$ cat config.mk
export PLATFORM = sky130hd
export DESIGN_NAME = lpm_ctrl
export DESIGN_NICKNAME = d
export VERILOG_FILES = /design/src/pkg/lpm_pkg.sv /design/src/pkg/lpm_settle_if.sv /design/src/verilog/lpm_ctrl.sv /design/src/verilog/lpm_settle_timer.sv
export VERILOG_INCLUDE_DIRS = /design/src /design/src/pkg
export SDC_FILE = /design/constraint.sdc
export NUM_CORES = 1
export LEC_CHECK = 0
export BUFFER_PORTS_ARGS = -buffer_cell sky130_fd_sc_hd__buf_2
export CAP_MARGIN = 10
export CORE_ASPECT_RATIO = 0.6
export CORE_MARGIN = 3
export CORE_UTILIZATION = 25
export DETAILED_ROUTE_END_ITERATION = 8
export GPL_ROUTABILITY_DRIVEN = 0
export PLACE_DENSITY = 0.63
export SYNTH_ARGS = -nofsm -noshare
export SYNTH_HDL_FRONTEND = slang
export SYNTH_SLANG_ARGS = --single-unit
export TNS_END_PERCENT = 100
$ cat constraint.sdc
create_clock -name clock_i -period 1.7 [get_ports clock_i]
set_input_delay 0 -clock clock_i [delete_from_list [all_inputs] [get_ports clock_i]]
set_output_delay 0 -clock clock_i [all_outputs]
set_load 0.01 [all_outputs]
$ cat src/pkg/lpm_cfg.svh
// constants for the low-power mode controller
// assumes a 100 MHz system clock and an APB register port
`ifndef LPM_CFG_SVH
`define LPM_CFG_SVH
`define LPM_ADDR_CTRL 12'h000
`define LPM_ADDR_STAT 12'h004
`define LPM_ADDR_CMD 12'h008
`define LPM_CTRL_RST 8'h00
`define LPM_BIT_WDT_EN 0
`define LPM_BIT_WDT_OSC 1
`define LPM_BIT_BOD_EN 2
`define LPM_BIT_AMP_EN 3
`define LPM_BIT_XTAL_EN 4
`define LPM_CMD_RECOVER 0
`define LPM_OSC_SETTLE_NS 1000
`define LPM_CLK_NS 10
`define LPM_OSC_SETTLE_CYC ((`LPM_OSC_SETTLE_NS + `LPM_CLK_NS - 1) / `LPM_CLK_NS)
`define LPM_CNT_W 8
`endif

$ cat src/pkg/lpm_pkg.sv
// types for the low-power mode controller
// assumes lpm_cfg.svh on the include path
package lpm_pkg;
	typedef enum logic [1:0] {LPM_ACTIVE, LPM_HALT, LPM_STOP, LPM_WAKE} lpm_state_t;
endpackage

$ cat src/pkg/lpm_settle_if.sv
// settle counter handshake between controller and timer
// assumes a single clock domain
`timescale 1ns/1ps
`default_nettype none
interface lpm_settle_if;
	logic start;
	logic done;
	modport ctrl (output start, input done);
	modport tmr (input start, output done);
endinterface
`default_nettype wire

$ cat src/verilog/lpm_ctrl.sv
// low-power mode controller: active, halt, stop, wake
// assumes the core pulses stop/halt requests and a recovery source pulses wake
`timescale 1ns/1ps
`default_nettype none
`include "lpm_cfg.svh"
module lpm_ctrl (
	input wire logic clock_i,
	input wire logic reset_n_i,
	input wire logic psel,
	input wire logic penable,
	input wire logic pwrite,
	input wire logic [11:0] paddr,
	input wire logic [31:0] pwdata,
	output logic [31:0] prdata,
	output logic pready,
	output logic pslverr,
	input wire logic stop_req_i,
	input wire logic halt_req_i,
	input wire logic wake_i,
	input wire logic irq_i,
	input wire logic bod_stop_opt_i,
	input wire logic [1:0] port_out_i,
	input wire logic [1:0] port_oe_n_i,
	input wire logic [7:0] periph_en_i,
	output logic [1:0] lpm_state_o,
	output logic sys_clk_en_o,
	output logic cpu_run_o,
	output logic pc_hold_o,
	output logic xtal_osc_en_o,
	output logic ipo_en_o,
	output logic xtal_pins_en_o,
	output logic [1:0] crystal_shared_port_pins_out_o,
	output logic [1:0] crystal_shared_port_pins_oe_n_o,
	output logic wdt_osc_en_o,
	output logic wdt_run_o,
	output logic bod_en_o,
	output logic amp_en_o,
	output logic [7:0] periph_run_o
);
	import lpm_pkg::*;
	// ==================================================
	// registers and apb
	lpm_state_t st_q, st_d;
	logic [7:0] ctrl_q, ctrl_d;
	logic recover_q, recover_d;
	logic [31:0] rdata_q, rdata_d;
	logic ready_q, ready_d, err_q, err_d;
	lpm_settle_if sif ();
	lpm_settle_timer u_settle (.clock_i(clock_i), .reset_n_i(reset_n_i), .sif(sif));
	logic acc;
	assign acc = psel && penable && !ready_q;
	always_comb begin
		ctrl_d = ctrl_q;
		recover_d = 1'b0;
		rdata_d = rdata_q;
		ready_d = acc;
		err_d = 1'b0;
		if (acc) begin
			rdata_d = '0;
			case (paddr)
				`LPM_ADDR_CTRL: begin
					if (pwrite)
						ctrl_d = pwdata[7:0];
					else
						rdata_d = {24'h000000, ctrl_q};
				end
				`LPM_ADDR_STAT: begin
					if (pwrite)
						err_d = 1'b1;
					else
						rdata_d = {30'h00000000, st_q};
				end
				`LPM_ADDR_CMD: begin
					if (pwrite)
						recover_d = pwdata[`LPM_CMD_RECOVER];
				end
				default: err_d = 1'b1;
			endcase
		end
	end
	// ==================================================
	// mode state machine
	logic in_stop_d;
	logic [1:0] xpins_d, xoe_d;
	always_comb begin
		st_d = st_q;
		sif.start = 1'b0;
		case (st_q)
			LPM_ACTIVE: begin
				if (stop_req_i)
					st_d = LPM_STOP;
				else if (halt_req_i)
					st_d = LPM_HALT;
			end
			LPM_HALT: begin
				if (irq_i || wake_i)
					st_d = LPM_ACTIVE;
			end
			LPM_STOP: begin
				if (wake_i || recover_q) begin
					st_d = LPM_WAKE;
					sif.start = 1'b1;
				end
			end
			LPM_WAKE: begin
				if (sif.done)
					st_d = LPM_ACTIVE;
			end
			default: st_d = LPM_ACTIVE;
		endcase
	end
	assign in_stop_d = (st_d == LPM_STOP) || (st_d == LPM_WAKE);
	// ==================================================
	// output registers
	always_ff @(posedge clock_i or negedge reset_n_i) begin
		if (!reset_n_i) begin
			st_q <= LPM_ACTIVE;
			ctrl_q <= `LPM_CTRL_RST;
			recover_q <= 1'b0;
			rdata_q <= '0;
			ready_q <= 1'b0;
			err_q <= 1'b0;
			lpm_state_o <= 2'h0;
			sys_clk_en_o <= 1'b1;
			cpu_run_o <= 1'b1;
			pc_hold_o <= 1'b0;
			xtal_osc_en_o <= 1'b0;
			ipo_en_o <= 1'b1;
			xtal_pins_en_o <= 1'b0;
			crystal_shared_port_pins_out_o <= 2'h0;
			crystal_shared_port_pins_oe_n_o <= 2'h3;
			wdt_osc_en_o <= 1'b0;
			wdt_run_o <= 1'b0;
			bod_en_o <= 1'b0;
			amp_en_o <= 1'b0;
			periph_run_o <= 8'h00;
		end else begin
			st_q <= st_d;
			ctrl_q <= ctrl_d;
			recover_q <= recover_d;
			rdata_q <= rdata_d;
			ready_q <= ready_d;
			err_q <= err_d;
			lpm_state_o <= st_d;
			sys_clk_en_o <= !in_stop_d;
			cpu_run_o <= (st_d == LPM_ACTIVE);
			pc_hold_o <= (st_d != LPM_ACTIVE);
			xtal_osc_en_o <= (st_d != LPM_STOP) && ctrl_d[`LPM_BIT_XTAL_EN];
			ipo_en_o <= (st_d != LPM_STOP);
			xtal_pins_en_o <= !in_stop_d && ctrl_d[`LPM_BIT_XTAL_EN];
			crystal_shared_port_pins_out_o <= port_out_i;
			crystal_shared_port_pins_oe_n_o <= (!in_stop_d && ctrl_d[`LPM_BIT_XTAL_EN]) ? 2'h3 : port_oe_n_i;
			wdt_osc_en_o <= ctrl_d[`LPM_BIT_WDT_OSC];
			wdt_run_o <= ctrl_d[`LPM_BIT_WDT_EN] && ctrl_d[`LPM_BIT_WDT_OSC];
			bod_en_o <= ctrl_d[`LPM_BIT_BOD_EN] && (!in_stop_d || bod_stop_opt_i);
			amp_en_o <= ctrl_d[`LPM_BIT_AMP_EN];
			periph_run_o <= in_stop_d ? 8'h00 : periph_en_i;
		end
	end
	assign prdata = rdata_q;
	assign pready = ready_q;
	assign pslverr = err_q;
	// ==================================================
	// checks
	stop_clk_a: assert property (@(posedge clock_i) disable iff (!reset_n_i)
		(st_q == LPM_STOP) |-> !sys_clk_en_o) else $error("clock running in stop");
	stop_osc_a: assert property (@(posedge clock_i) disable iff (!reset_n_i)
		(st_q == LPM_STOP) |-> (!xtal_osc_en_o && !ipo_en_o && !xtal_pins_en_o)) else $error("osc on in stop");
	stop_cpu_a: assert property (@(posedge clock_i) disable iff (!reset_n_i)
		(st_q != LPM_ACTIVE) |-> (!cpu_run_o && pc_hold_o)) else $error("cpu running while low power");
	halt_clk_a: assert property (@(posedge clock_i) disable iff (!reset_n_i)
		(st_q == LPM_HALT) |-> sys_clk_en_o) else $error("halt gated clock");
	stop_enter_a: assert property (@(posedge clock_i) disable iff (!reset_n_i)
		(st_q == LPM_ACTIVE && stop_req_i) |=> (st_q == LPM_STOP)) else $error("stop not entered");
	stop_exit_a: assert property (@(posedge clock_i) disable iff (!reset_n_i)
		(st_q == LPM_STOP && !wake_i && !recover_q) |=> (st_q == LPM_STOP)) else $error("stop left early");
	wake_settle_a: assert property (@(posedge clock_i) disable iff (!reset_n_i)
		(st_q == LPM_STOP) ##1 (st_q == LPM_WAKE) |-> (st_q == LPM_WAKE)[*8]) else $error("clock released early");
	periph_idle_a: assert property (@(posedge clock_i) disable iff (!reset_n_i)
		(st_q == LPM_STOP) |-> (periph_run_o == 8'h00)) else $error("peripheral active in stop");
	bod_opt_a: assert property (@(posedge clock_i) disable iff (!reset_n_i)
		(st_q == LPM_STOP && !bod_stop_opt_i && !$past(bod_stop_opt_i)) |-> !bod_en_o) else $error("bod on in stop");
	wdt_osc_a: assert property (@(posedge clock_i) disable iff (!reset_n_i)
		(st_q == LPM_STOP) |-> (wdt_osc_en_o == ctrl_q[`LPM_BIT_WDT_OSC])) else $error("wdt osc wrong in stop");
	wdt_run_a: assert property (@(posedge clock_i) disable iff (!reset_n_i)
		(st_q == LPM_STOP) |-> (wdt_run_o == (ctrl_q[`LPM_BIT_WDT_EN] && ctrl_q[`LPM_BIT_WDT_OSC])))
		else $error("wdt logic wrong in stop");
	amp_stop_a: assert property (@(posedge clock_i) disable iff (!reset_n_i)
		(st_q == LPM_STOP) |-> (amp_en_o == ctrl_q[`LPM_BIT_AMP_EN])) else $error("amp wrong in stop");
	stop_pins_a: assert property (@(posedge clock_i) disable iff (!reset_n_i)
		(st_q == LPM_STOP && $past(st_q) == LPM_STOP) |-> (crystal_shared_port_pins_oe_n_o == $past(port_oe_n_i)))
		else $error("shared pins not from port settings");
endmodule // lpm_ctrl
`default_nettype wire

$ cat src/verilog/lpm_settle_timer.sv
// oscillator settle timer, counts from a start pulse
// assumes one free-running clock
`timescale 1ns/1ps
`default_nettype none
`include "lpm_cfg.svh"
module lpm_settle_timer (
	input wire logic clock_i,
	input wire logic reset_n_i,
	lpm_settle_if.tmr sif
);
	import lpm_pkg::*;
	localparam int CNT_W = `LPM_CNT_W;
	// settle count in cycles, cast to the counter width; 100 fits in 8 bits, so nothing is cut
	localparam logic [`LPM_CNT_W-1:0] SETTLE = CNT_W'(`LPM_OSC_SETTLE_CYC);
	logic [`LPM_CNT_W-1:0] cnt_q, cnt_d;
	logic run_q, run_d;
	logic done_q, done_d;
	assign sif.done = done_q;
	always_comb begin
		cnt_d = cnt_q;
		run_d = run_q;
		done_d = 1'b0;
		if (sif.start) begin
			cnt_d = '0;
			run_d = 1'b1;
		end else if (run_q) begin
			if (cnt_q == SETTLE - 1'b1) begin
				run_d = 1'b0;
				done_d = 1'b1;
			end else begin
				cnt_d = cnt_q + 1'b1;
			end
		end
	end
	always_ff @(posedge clock_i or negedge reset_n_i) begin
		if (!reset_n_i) begin
			cnt_q <= '0;
			run_q <= 1'b0;
			done_q <= 1'b0;
		end else begin
			cnt_q <= cnt_d;
			run_q <= run_d;
			done_q <= done_d;
		end
	end
endmodule // lpm_settle_timer
`default_nettype wire
==> results of run 1 <==
critical path, stage by stage (launching register included):
cell and delay (ns):
dfrtp_1 0.38, or4bb_4 0.53, nor4_4 0.18, buf_4 0.21
mux2_4 0.31, o21a_1 0.10
routing by layer:
layer | up-vias | wire (um)
met4 | 0 | 15
met2 | 56 | 2310
met3 | 2 | 456
met5 | - | 0
li1 | 820 | -
met1 | 840 | 2490
final cells by class:
| class | count | area, sq um | area share |
|---|---|---|---|
| Clock buffer | 7 | 143 | 0.0458 |
| Sequential cell | 51 | 1280 | 0.412 |
| Tap cell | 108 | 135 | 0.0434 |
| Clock inverter | 1 | 8.76 | 0.00281 |
| Multi-Input combinational cell | 123 | 818 | 0.263 |
| Timing Repair Buffer | 112 | 711 | 0.228 |
| Inverter | 4 | 15.0 | 0.00482 |
power by group:
part | internal [mW] | switching [mW] | leakage (nW)
sequential | 1.32 | 0.0763 | 0.658
clock | 0.589 | 0.414 | 0.0741
combinational | 0.261 | 0.287 | 0.846
total | 2.17 | 0.778 | 1.58
final timing paths:
| path | from | end | cells past startpoint |
|---|---|---|---|
| worst max-delay path | pready | bod_en_o | 5 |
| max in group asynchronous | reset_n_i | u_settle.cnt_q[1] | 3 |
| worst min-delay path | pwdata[4] | ctrl_q[4] | 3 |
| worst min register to register | ctrl_q[7] | prdata[7] | 1 |
| min in group asynchronous | reset_n_i | crystal_shared_port_pins_out_o[1] | 3 |
| worst max register to register | pready | bod_en_o | 5 |
registers in the layout (all words and copies together), names as in the netlist, 2 cells and up:
name / count
ctrl_q: 8
crystal_shared_port_pins_oe_n_o: 2
u_settle.cnt_q: 8
crystal_shared_port_pins_out_o: 2
st_q: 2
prdata: 8
periph_run_o: 8
layout by cell type, fill, tap and decap left out, types with 3 or more instances in the layout:
| cell | synthesis | layout |
|---|---|---|
| nand2_1 | 7 | 7 |
| a22o_1 | 6 | 6 |
| and2_1 | 8 | 8 |
| o21ai_0 | 6 | 5 |
| mux2_4 | 1 | 3 |
| dfrtp_1 | 46 | 46 |
| nor2_1 | 11 | 11 |
| nand3_1 | 6 | 6 |
| clkbuf_16 | 0 | 5 |
| conb_1 | 1 | 24 |
| mux2_2 | 6 | 4 |
| or4_1 | 3 | 3 |
| dfstp_2 | 5 | 5 |
| buf_2 | 0 | 75 |
| buf_4 | 24 | 14 |
| a21oi_1 | 5 | 5 |
| dlygate4sd3_1 | 0 | 23 |
| inv_1 | 4 | 4 |
| xor2_1 | 4 | 4 |
cell usage after synthesis, types with 3 or more instances:
library cell	number
dfrtp_1	46
buf_4	24
nor2_1	11
and2_1	8
nand2_1	7
a22o_1	6
mux2_2	6
nand3_1	6
o21ai_0	6
a21oi_1	5
dfstp_2	5
inv_1	4
xor2_1	4
clkbuf_1	3
mux2i_1	3
or4_1	3
repair_timing:
action | 4_1_cts | 5_1_grt
gates resized for setup | 1 | 4
endpoints found under the hold margin | 68 | 0
setup endpoints to repair | 13 | 14
hold buffers | 23 | 0
cell families after synthesis:
| group | Yosys count | share of synthesized area |
|---|---|---|
| simple gates | 58 | 0.166 |
| flops | 51 | 0.585 |
| buf+inv | 31 | 0.0941 |
| compound gates | 25 | 0.0764 |
| mux | 10 | 0.0513 |
| xor+xnor | 5 | 0.0200 |
| fa+ha+maj | 1 | 0.00570 |
| other cells | 1 | 0.00171 |
==> results.txt, run 1 <==
----------------------------------------------------
[Outcome]
  Result of the run ... complete, but fails checks
  Violated checks ... negative setup slack

[Routing]
  Average wire per standard cell ... about 13 um
  Remaining antenna violation count ... 0
  Detailed-route vias per instance ... between 4 and 5
  Violation count after the first detailed-routing iteration ... 59
  Number of remaining DRC errors ... 0
  Vias after detailed routing ... around 1,700
  Wirelength, routed ... 5.27 mm
  Pre-Repair DR Iteration Count ... 4

[Power and ir drop]
  Maximum VDD drop ... 0.673 mV
  Power Total ... 2.95 mW
  Power density over the cells ... roughly 950 nW/um^2
  Leakage power ... between 1.5 and 2 nW

[Die]
  Core Rows ... 25
  Die outline area ... 9970 sq um
  IO Pins ... approximately 120
  Initial core utilization ... 0.268
  Die Ht ... 78.6 um
  Area of the core ... between 8000 and 9000 sq um
  Width of the die ... between 100 and 150 um

[Critical path]
  Setup slack of the worst register-to-register path ... -0.11 ns
  Kind of end point of the critical path ... register
  Data arrival time at the worst-slack endpoint ... a little under 2 ns
  Path type of the worst setup path ... reg2reg
  Largest driver fanout on the critical path ... 5
  Crit start category ... register
  Data required time at the worst endpoint ... 1.88 ns

[Run]
  Number of maximum-capacitance constraint violations ... 0

[Logic synthesis]
  Cell Area, Synth ... approximately 2200 sq um
  Post-Syn Instances ... about 180
  Register area share after synthesis ... 0.585
  Post-synthesis average cell area ... ~12 sq um
  Post-synthesis sequential element count ... 51
  Post-synth ARST share ... 1.00
  Synth unique cells ... ~40
  Warning count from the yosys run ... 0
  Top area cells in the synthesized netlist ... dfrtp_1 (52%), buf_4 (8.2%), dfstp_2 (6.0%)
  Cell type contributing the most total cell area after synthesis ... dfrtp_1
  Most used flip-flop cell after synthesis ... dfrtp_1
  Number of synthesized flops with an enable pin ... 0
  Fraction of synthesized cell area taken by the top area cell type ... 0.525

[Global route]
  Via count of the first global-routing pass ... between 1,500 and 2,000
  Overall fraction of global-route tracks in use ... 0.107
  Wire length of the first global-routing pass ... between 8 and 9 mm
  Met3 Use GR ... 0.0442
  Met1 Track Usage GR ... 0.149
  Maximum number of pins on one net before global-route repair ... between 50 and 60
  Grt met2 use ... 0.156
  Most Used Layer, Global Route ... met2
  Number of antenna violations at the first check in global routing ... 0
  Gr ovfl total ... 0

[Timing]
  Actual transition at the worst max-transition pin ... around 0.64 ns
  Setup repair after global routing missed its margin ... true
  Final count of pins violating max slew ... 0
  Relative slew margins ... 0.576
  Post-route worst hold slack ... about 0.0065 ns
  Worst setup slack after layout ... -0.112 ns
  Worst Skew ... ~0.0061 ns
  Max Freq ... 552 MHz
  Number of setup violations in the final report ... 13
  Final total negative setup slack ... -0.566 ns
  Min Clock Period, post-route ... 1.81 ns
  Final Hold Viols ... 0
  Portion of the clock cycle consumed by the worst path in the final layout ... 1.07

[Clock tree]
  Clk pin slew, worst setup/hold paths ... 0.07 ns
  Post CTS Setup Buffer Count ... 0
  Clock latency on the worst-skew pair ... between 0.2 and 0.3 ns
  Inserted Clock Buffers ... 5
  Buffer depth of the longest clock path ... 2
  # clock sinks ... roughly 50
  Library cell used as clock root buffer ... clkbuf_16
  TritonCTS clock tree ... built
  CTS H-tree depth ... 2

[Final layout]
  Fraction of layout instances using a drive strength above 1 ... 0.389
  Final std cell area, no fill ... 3110 sq um
  Count of placed standard cells in the final layout, fillers left out ... approximately 400
  Syn-to-layout area delta ... 41.9%
  Number of nets in the final layout ... between 300 and 400
  Fraction of the core area covered by cells at the end of the flow ... 0.380
  Total of fill cells in the finished design ... 809
  Antenna cells ... 0

[Placement]
  Detail Placement HPWL ... between 4 and 5 mm
  Placed cell count ... roughly 380
  Pre-CTS setup slack ... -0.138 ns
  Post-place instance area ... 2710 sq um
  Buffers on Ports ... 75

[Min path]
  Class of the most critical hold timing path ... in2reg

----------------------------------------------------
No activity file was read; power rests on OpenSTA's default activity.
==> inputs of run 2 (changes only) <==
ABC_AREA = 1   (was not set)
PLACE_DENSITY = 0.62   (was 0.63)
==> run 2 against run 1 <==
  * The run now ends clean
  * Sequential power rose by 6%
  * Total power is 14% higher
  * Die area increased by 5.3%
  * Largest power group unchanged
  * Final cell count increased by 16%
  * Non-clock buffer count is 10 lower
  * Flip-flop and latch count unchanged
  * Critical path type unchanged
  * Largest cell class unchanged
  * Critical endpoint is now recover_q
==> results.txt, run 2 <==
----------------------------------------------------
[Placement]
  Detail Placement HPWL ... 4.25 mm (was 4.01 mm)
  Buffers on Ports ... 75 (unchanged)
  Pre-CTS setup slack ... 0.270 ns (was -0.138 ns)
  Placed cell count ... 441 (was 375)

[Logic synthesis]
  Post-Syn Instances ... 251 (was 182)
  Leading cell type by number of instances after synthesis ... nand2_1 (was dfrtp_1)
  Cell type contributing the most total cell area after synthesis ... dfrtp_1 (unchanged)
  Top area cells in the synthesized netlist ... dfrtp_1 (50%), nand2_1 (8.6%), buf_4 (8.1%) (was dfrtp_1 (52%), buf_4 (8.2%), dfstp_2 (6.0%))
  Warning count from the yosys run ... 0 (unchanged)
  Cell Area, Synth ... 2320 sq um (was 2190 sq um)
  Post-synthesis average cell area ... 9.24 sq um (was 12.1 sq um)
  Fraction of synthesized cell area taken by the top area cell type ... 0.496 (was 0.525)
  Number of synthesized flops with an enable pin ... 0 (unchanged)
  Post-synthesis sequential element count ... 51 (unchanged)
  Synth unique cells ... 28 (was 41)
  Post-synth top cells ... nand2_1 (53), dfrtp_1 (46), inv_1 (35), nor2_1 (27), buf_4 (25) (was dfrtp_1 (46), buf_4 (24), nor2_1 (11), and2_1 (8), nand2_1 (7))
  Register area share after synthesis ... 0.553 (was 0.585)
  Post-synth ARST share ... 1.00 (unchanged)
  Most used flip-flop cell after synthesis ... dfrtp_1 (unchanged)

[Routing]
  Met3 wire len ... 358 um (was 456 um)
  Detailed-route wire length on metal 1 ... 2.70 mm (was 2.49 mm)
  Average wire per standard cell ... 11.9 um (was 13.0 um)
  Wirelength, routed ... 5.59 mm (was 5.27 mm)
  Violation count after the first detailed-routing iteration ... 89 (was 59)
  Met2 routed wirelength ... 2.48 mm (was 2.31 mm)
  Detailed-route vias per instance ... 4.06 (was 4.23)
  Number of remaining DRC errors ... 0 (unchanged)
  Topmost layer with routed signal wires ... met4 (unchanged)
  Remaining antenna violation count ... 0 (unchanged)
  Pre-Repair DR Iteration Count ... 4 (unchanged)
  Vias after detailed routing ... 1,912 (was 1,718)

[Power and ir drop]
  Leakage power ... 1.77 nW (was 1.58 nW)
  P_sw ... 0.910 mW (was 0.778 mW)
  Share of total power in the clock network ... 0.387 (was 0.341)
  Sw Ratio ... 0.271 (was 0.264)
  Power density over the cells ... 1050 nW/um^2 (was 946 nW/um^2)
  Power Total ... 3.35 mW (was 2.95 mW)
  Relative contribution of combinational cells to total power ... 0.176 (was 0.186)
  Internal power consumption ... 2.44 mW (was 2.17 mW)
  Maximum VDD drop ... 0.422 mV (was 0.673 mV)
  Sequential group share of total power ... 0.437 (was 0.473)

[Clock tree]
  TritonCTS clock tree ... built (unchanged)
  Clock latency on the worst-skew pair ... 0.29 ns (was 0.28 ns)
  Buffer depth of the longest clock path ... 2 (unchanged)
  Library cell used as clock root buffer ... clkbuf_16 (unchanged)
  CTS H-tree depth ... 2 (unchanged)
  Number of resized instances in the post-cts repair step ... 0 (was 1)
  Clk pin slew, worst setup/hold paths ... 0.07 ns (about the same)
  # clock sinks ... 51 (unchanged)
  Inserted Clock Buffers ... 5 (unchanged)

[Global route]
  Via count of the first global-routing pass ... 1,827 (was 1,681)
  Number of antenna violations at the first check in global routing ... 0 (unchanged)
  Maximum number of pins on one net before global-route repair ... 22 (was 52)
  Wire length of the first global-routing pass ... 8.89 mm (was 8.50 mm)
  Overall fraction of global-route tracks in use ... 0.110 (was 0.107)
  Gr ovfl total ... 0 (unchanged)

[Final layout]
  Antenna cells ... 0 (unchanged)
  Syn-to-layout area delta ... 37.8% (was 41.9%)
  Most common cell after layout, fill and taps aside ... buf_2 (unchanged)
  Number of nets in the final layout ... 425 (was 364)
  Count of placed standard cells in the final layout, fillers left out ... 471 (was 406)
  Fraction of layout instances using a drive strength above 1 ... 0.301 (was 0.389)
  Most frequent cells in the layout ... buf_2 (75), nand2_1 (53), dfrtp_1 (46) (was buf_2 (75), dfrtp_1 (46), conb_1 (24))

[Critical path]
  Crit start category ... register (unchanged)
  Setup slack of the worst register-to-register path ... 0.17 ns (was -0.11 ns)
  Data required time at the worst endpoint ... 1.93 ns (was 1.88 ns)
  Data arrival time at the worst-slack endpoint ... 1.76 ns (was 1.99 ns)
  Largest driver fanout on the critical path ... 7 (was 5)
  Path type of the worst setup path ... reg2reg (unchanged)
  Kind of end point of the critical path ... register (unchanged)

[Timing]
  Number of setup violations in the final report ... 0 (was 13)
  Worst setup slack after layout ... 0.170 ns (was -0.112 ns)
  Final count of pins violating max slew ... 0 (unchanged)
  Final total negative setup slack ... 0 ns (was -0.566 ns)
  Setup repair after global routing missed its margin ... false (was true)
  Portion of the clock cycle consumed by the worst path in the final layout ... 0.900 (was 1.07)
  Post-route worst hold slack ... 0.00908 ns (was 0.00652 ns)
  Worst Skew ... 0.00723 ns (was 0.00614 ns)
  Max Freq ... 654 MHz (was 552 MHz)
  Min Clock Period, post-route ... 1.53 ns (was 1.81 ns)
  Final Hold Viols ... 0 (unchanged)

[Outcome]
  Result of the run ... finished, final reports clean (was complete, but fails checks)

[Die]
  Width of the die ... 130 um (was 127 um)
  IO Pins ... 124 (unchanged)
  Core Rows ... 26 (was 25)
  Area of the core ... 8750 sq um (was 8200 sq um)
  Initial core utilization ... 0.265 (was 0.268)
  Die outline area ... 10,500 sq um (was 9970 sq um)
  Die Ht ... 80.6 um (was 78.6 um)

[Min path]
  Class of the most critical hold timing path ... in2reg (unchanged)

[Run]
  Number of maximum-capacitance constraint violations ... 0 (unchanged)

----------------------------------------------------
run 2: stage by stage:
stage          cell area (sq um)   util
2_1_floorplan               2400      -
3_3_place_gp                2780  0.318
3_5_place_dp                2780  0.318
4_1_cts                     3200  0.365
5_1_grt                     3200  0.365
6_report                    3200  0.365
run 2: repair_timing:
item                                   4_1_cts  5_1_grt
setup buffers                                0        0
hold buffers                                22        0
endpoints found under the hold margin       56        0
run 2: critical path: stages, from the launching register on:
cell and delay (ns):
dfrtp_1 0.40, nor2_4 0.22, nand2_1 0.09, nor3_1 0.18
dlygate4sd3_1 0.57
run 2: power groups by stage:
stage / sequential (mW) / clock, mW / combinational, mW
2_1_floorplan: 1.49 / 0 / 0.362
3_3_place_gp: 1.48 / 0 / 0.539
3_5_place_dp: 1.48 / 0 / 0.556
4_1_cts: 1.47 / 1.33 / 0.594
5_1_grt: 1.48 / 1.38 / 0.695
6_report: 1.47 / 1.30 / 0.591
run 2: kinds of logic after synthesis:
| group | synth area share |
|---|---|
| flops | 0.553 |
| other cells | 0.00162 |
| simple gates | 0.244 |
| xor+xnor | 0.00378 |
| fa+ha+maj | 0.00540 |
| buf+inv | 0.141 |
| compound gates | 0.0502 |
run 2: final cells by class:
type / count / area [sq um]
sequential: 51 / 1280
fill: 889 / 5560
inverter: 37 / 140
multi-input combinational: 161 / 795
tap: 112 / 140
clock inverter: 3 / 67.6
timing repair buffer: 102 / 646
clock buffer: 5 / 125
run 2: final timing paths:
check	startpoint	to	depth (start not counted)
worst max-delay path	pready	recover_q	4
worst min-delay path	penable	pready	3
worst max register to register	pready	recover_q	4
worst min register to register	ctrl_q[7]	ctrl_q[7]	2
max in group asynchronous	reset_n_i	u_settle.cnt_q[1]	3
min in group asynchronous	reset_n_i	crystal_shared_port_pins_out_o[0]	2
run 2: routing by layer:
layer  vias up  track usage
li1        949            -
met1       900        0.150
met2        58        0.169
met3         5       0.0372
met4         0       0.0280
met5         -            0
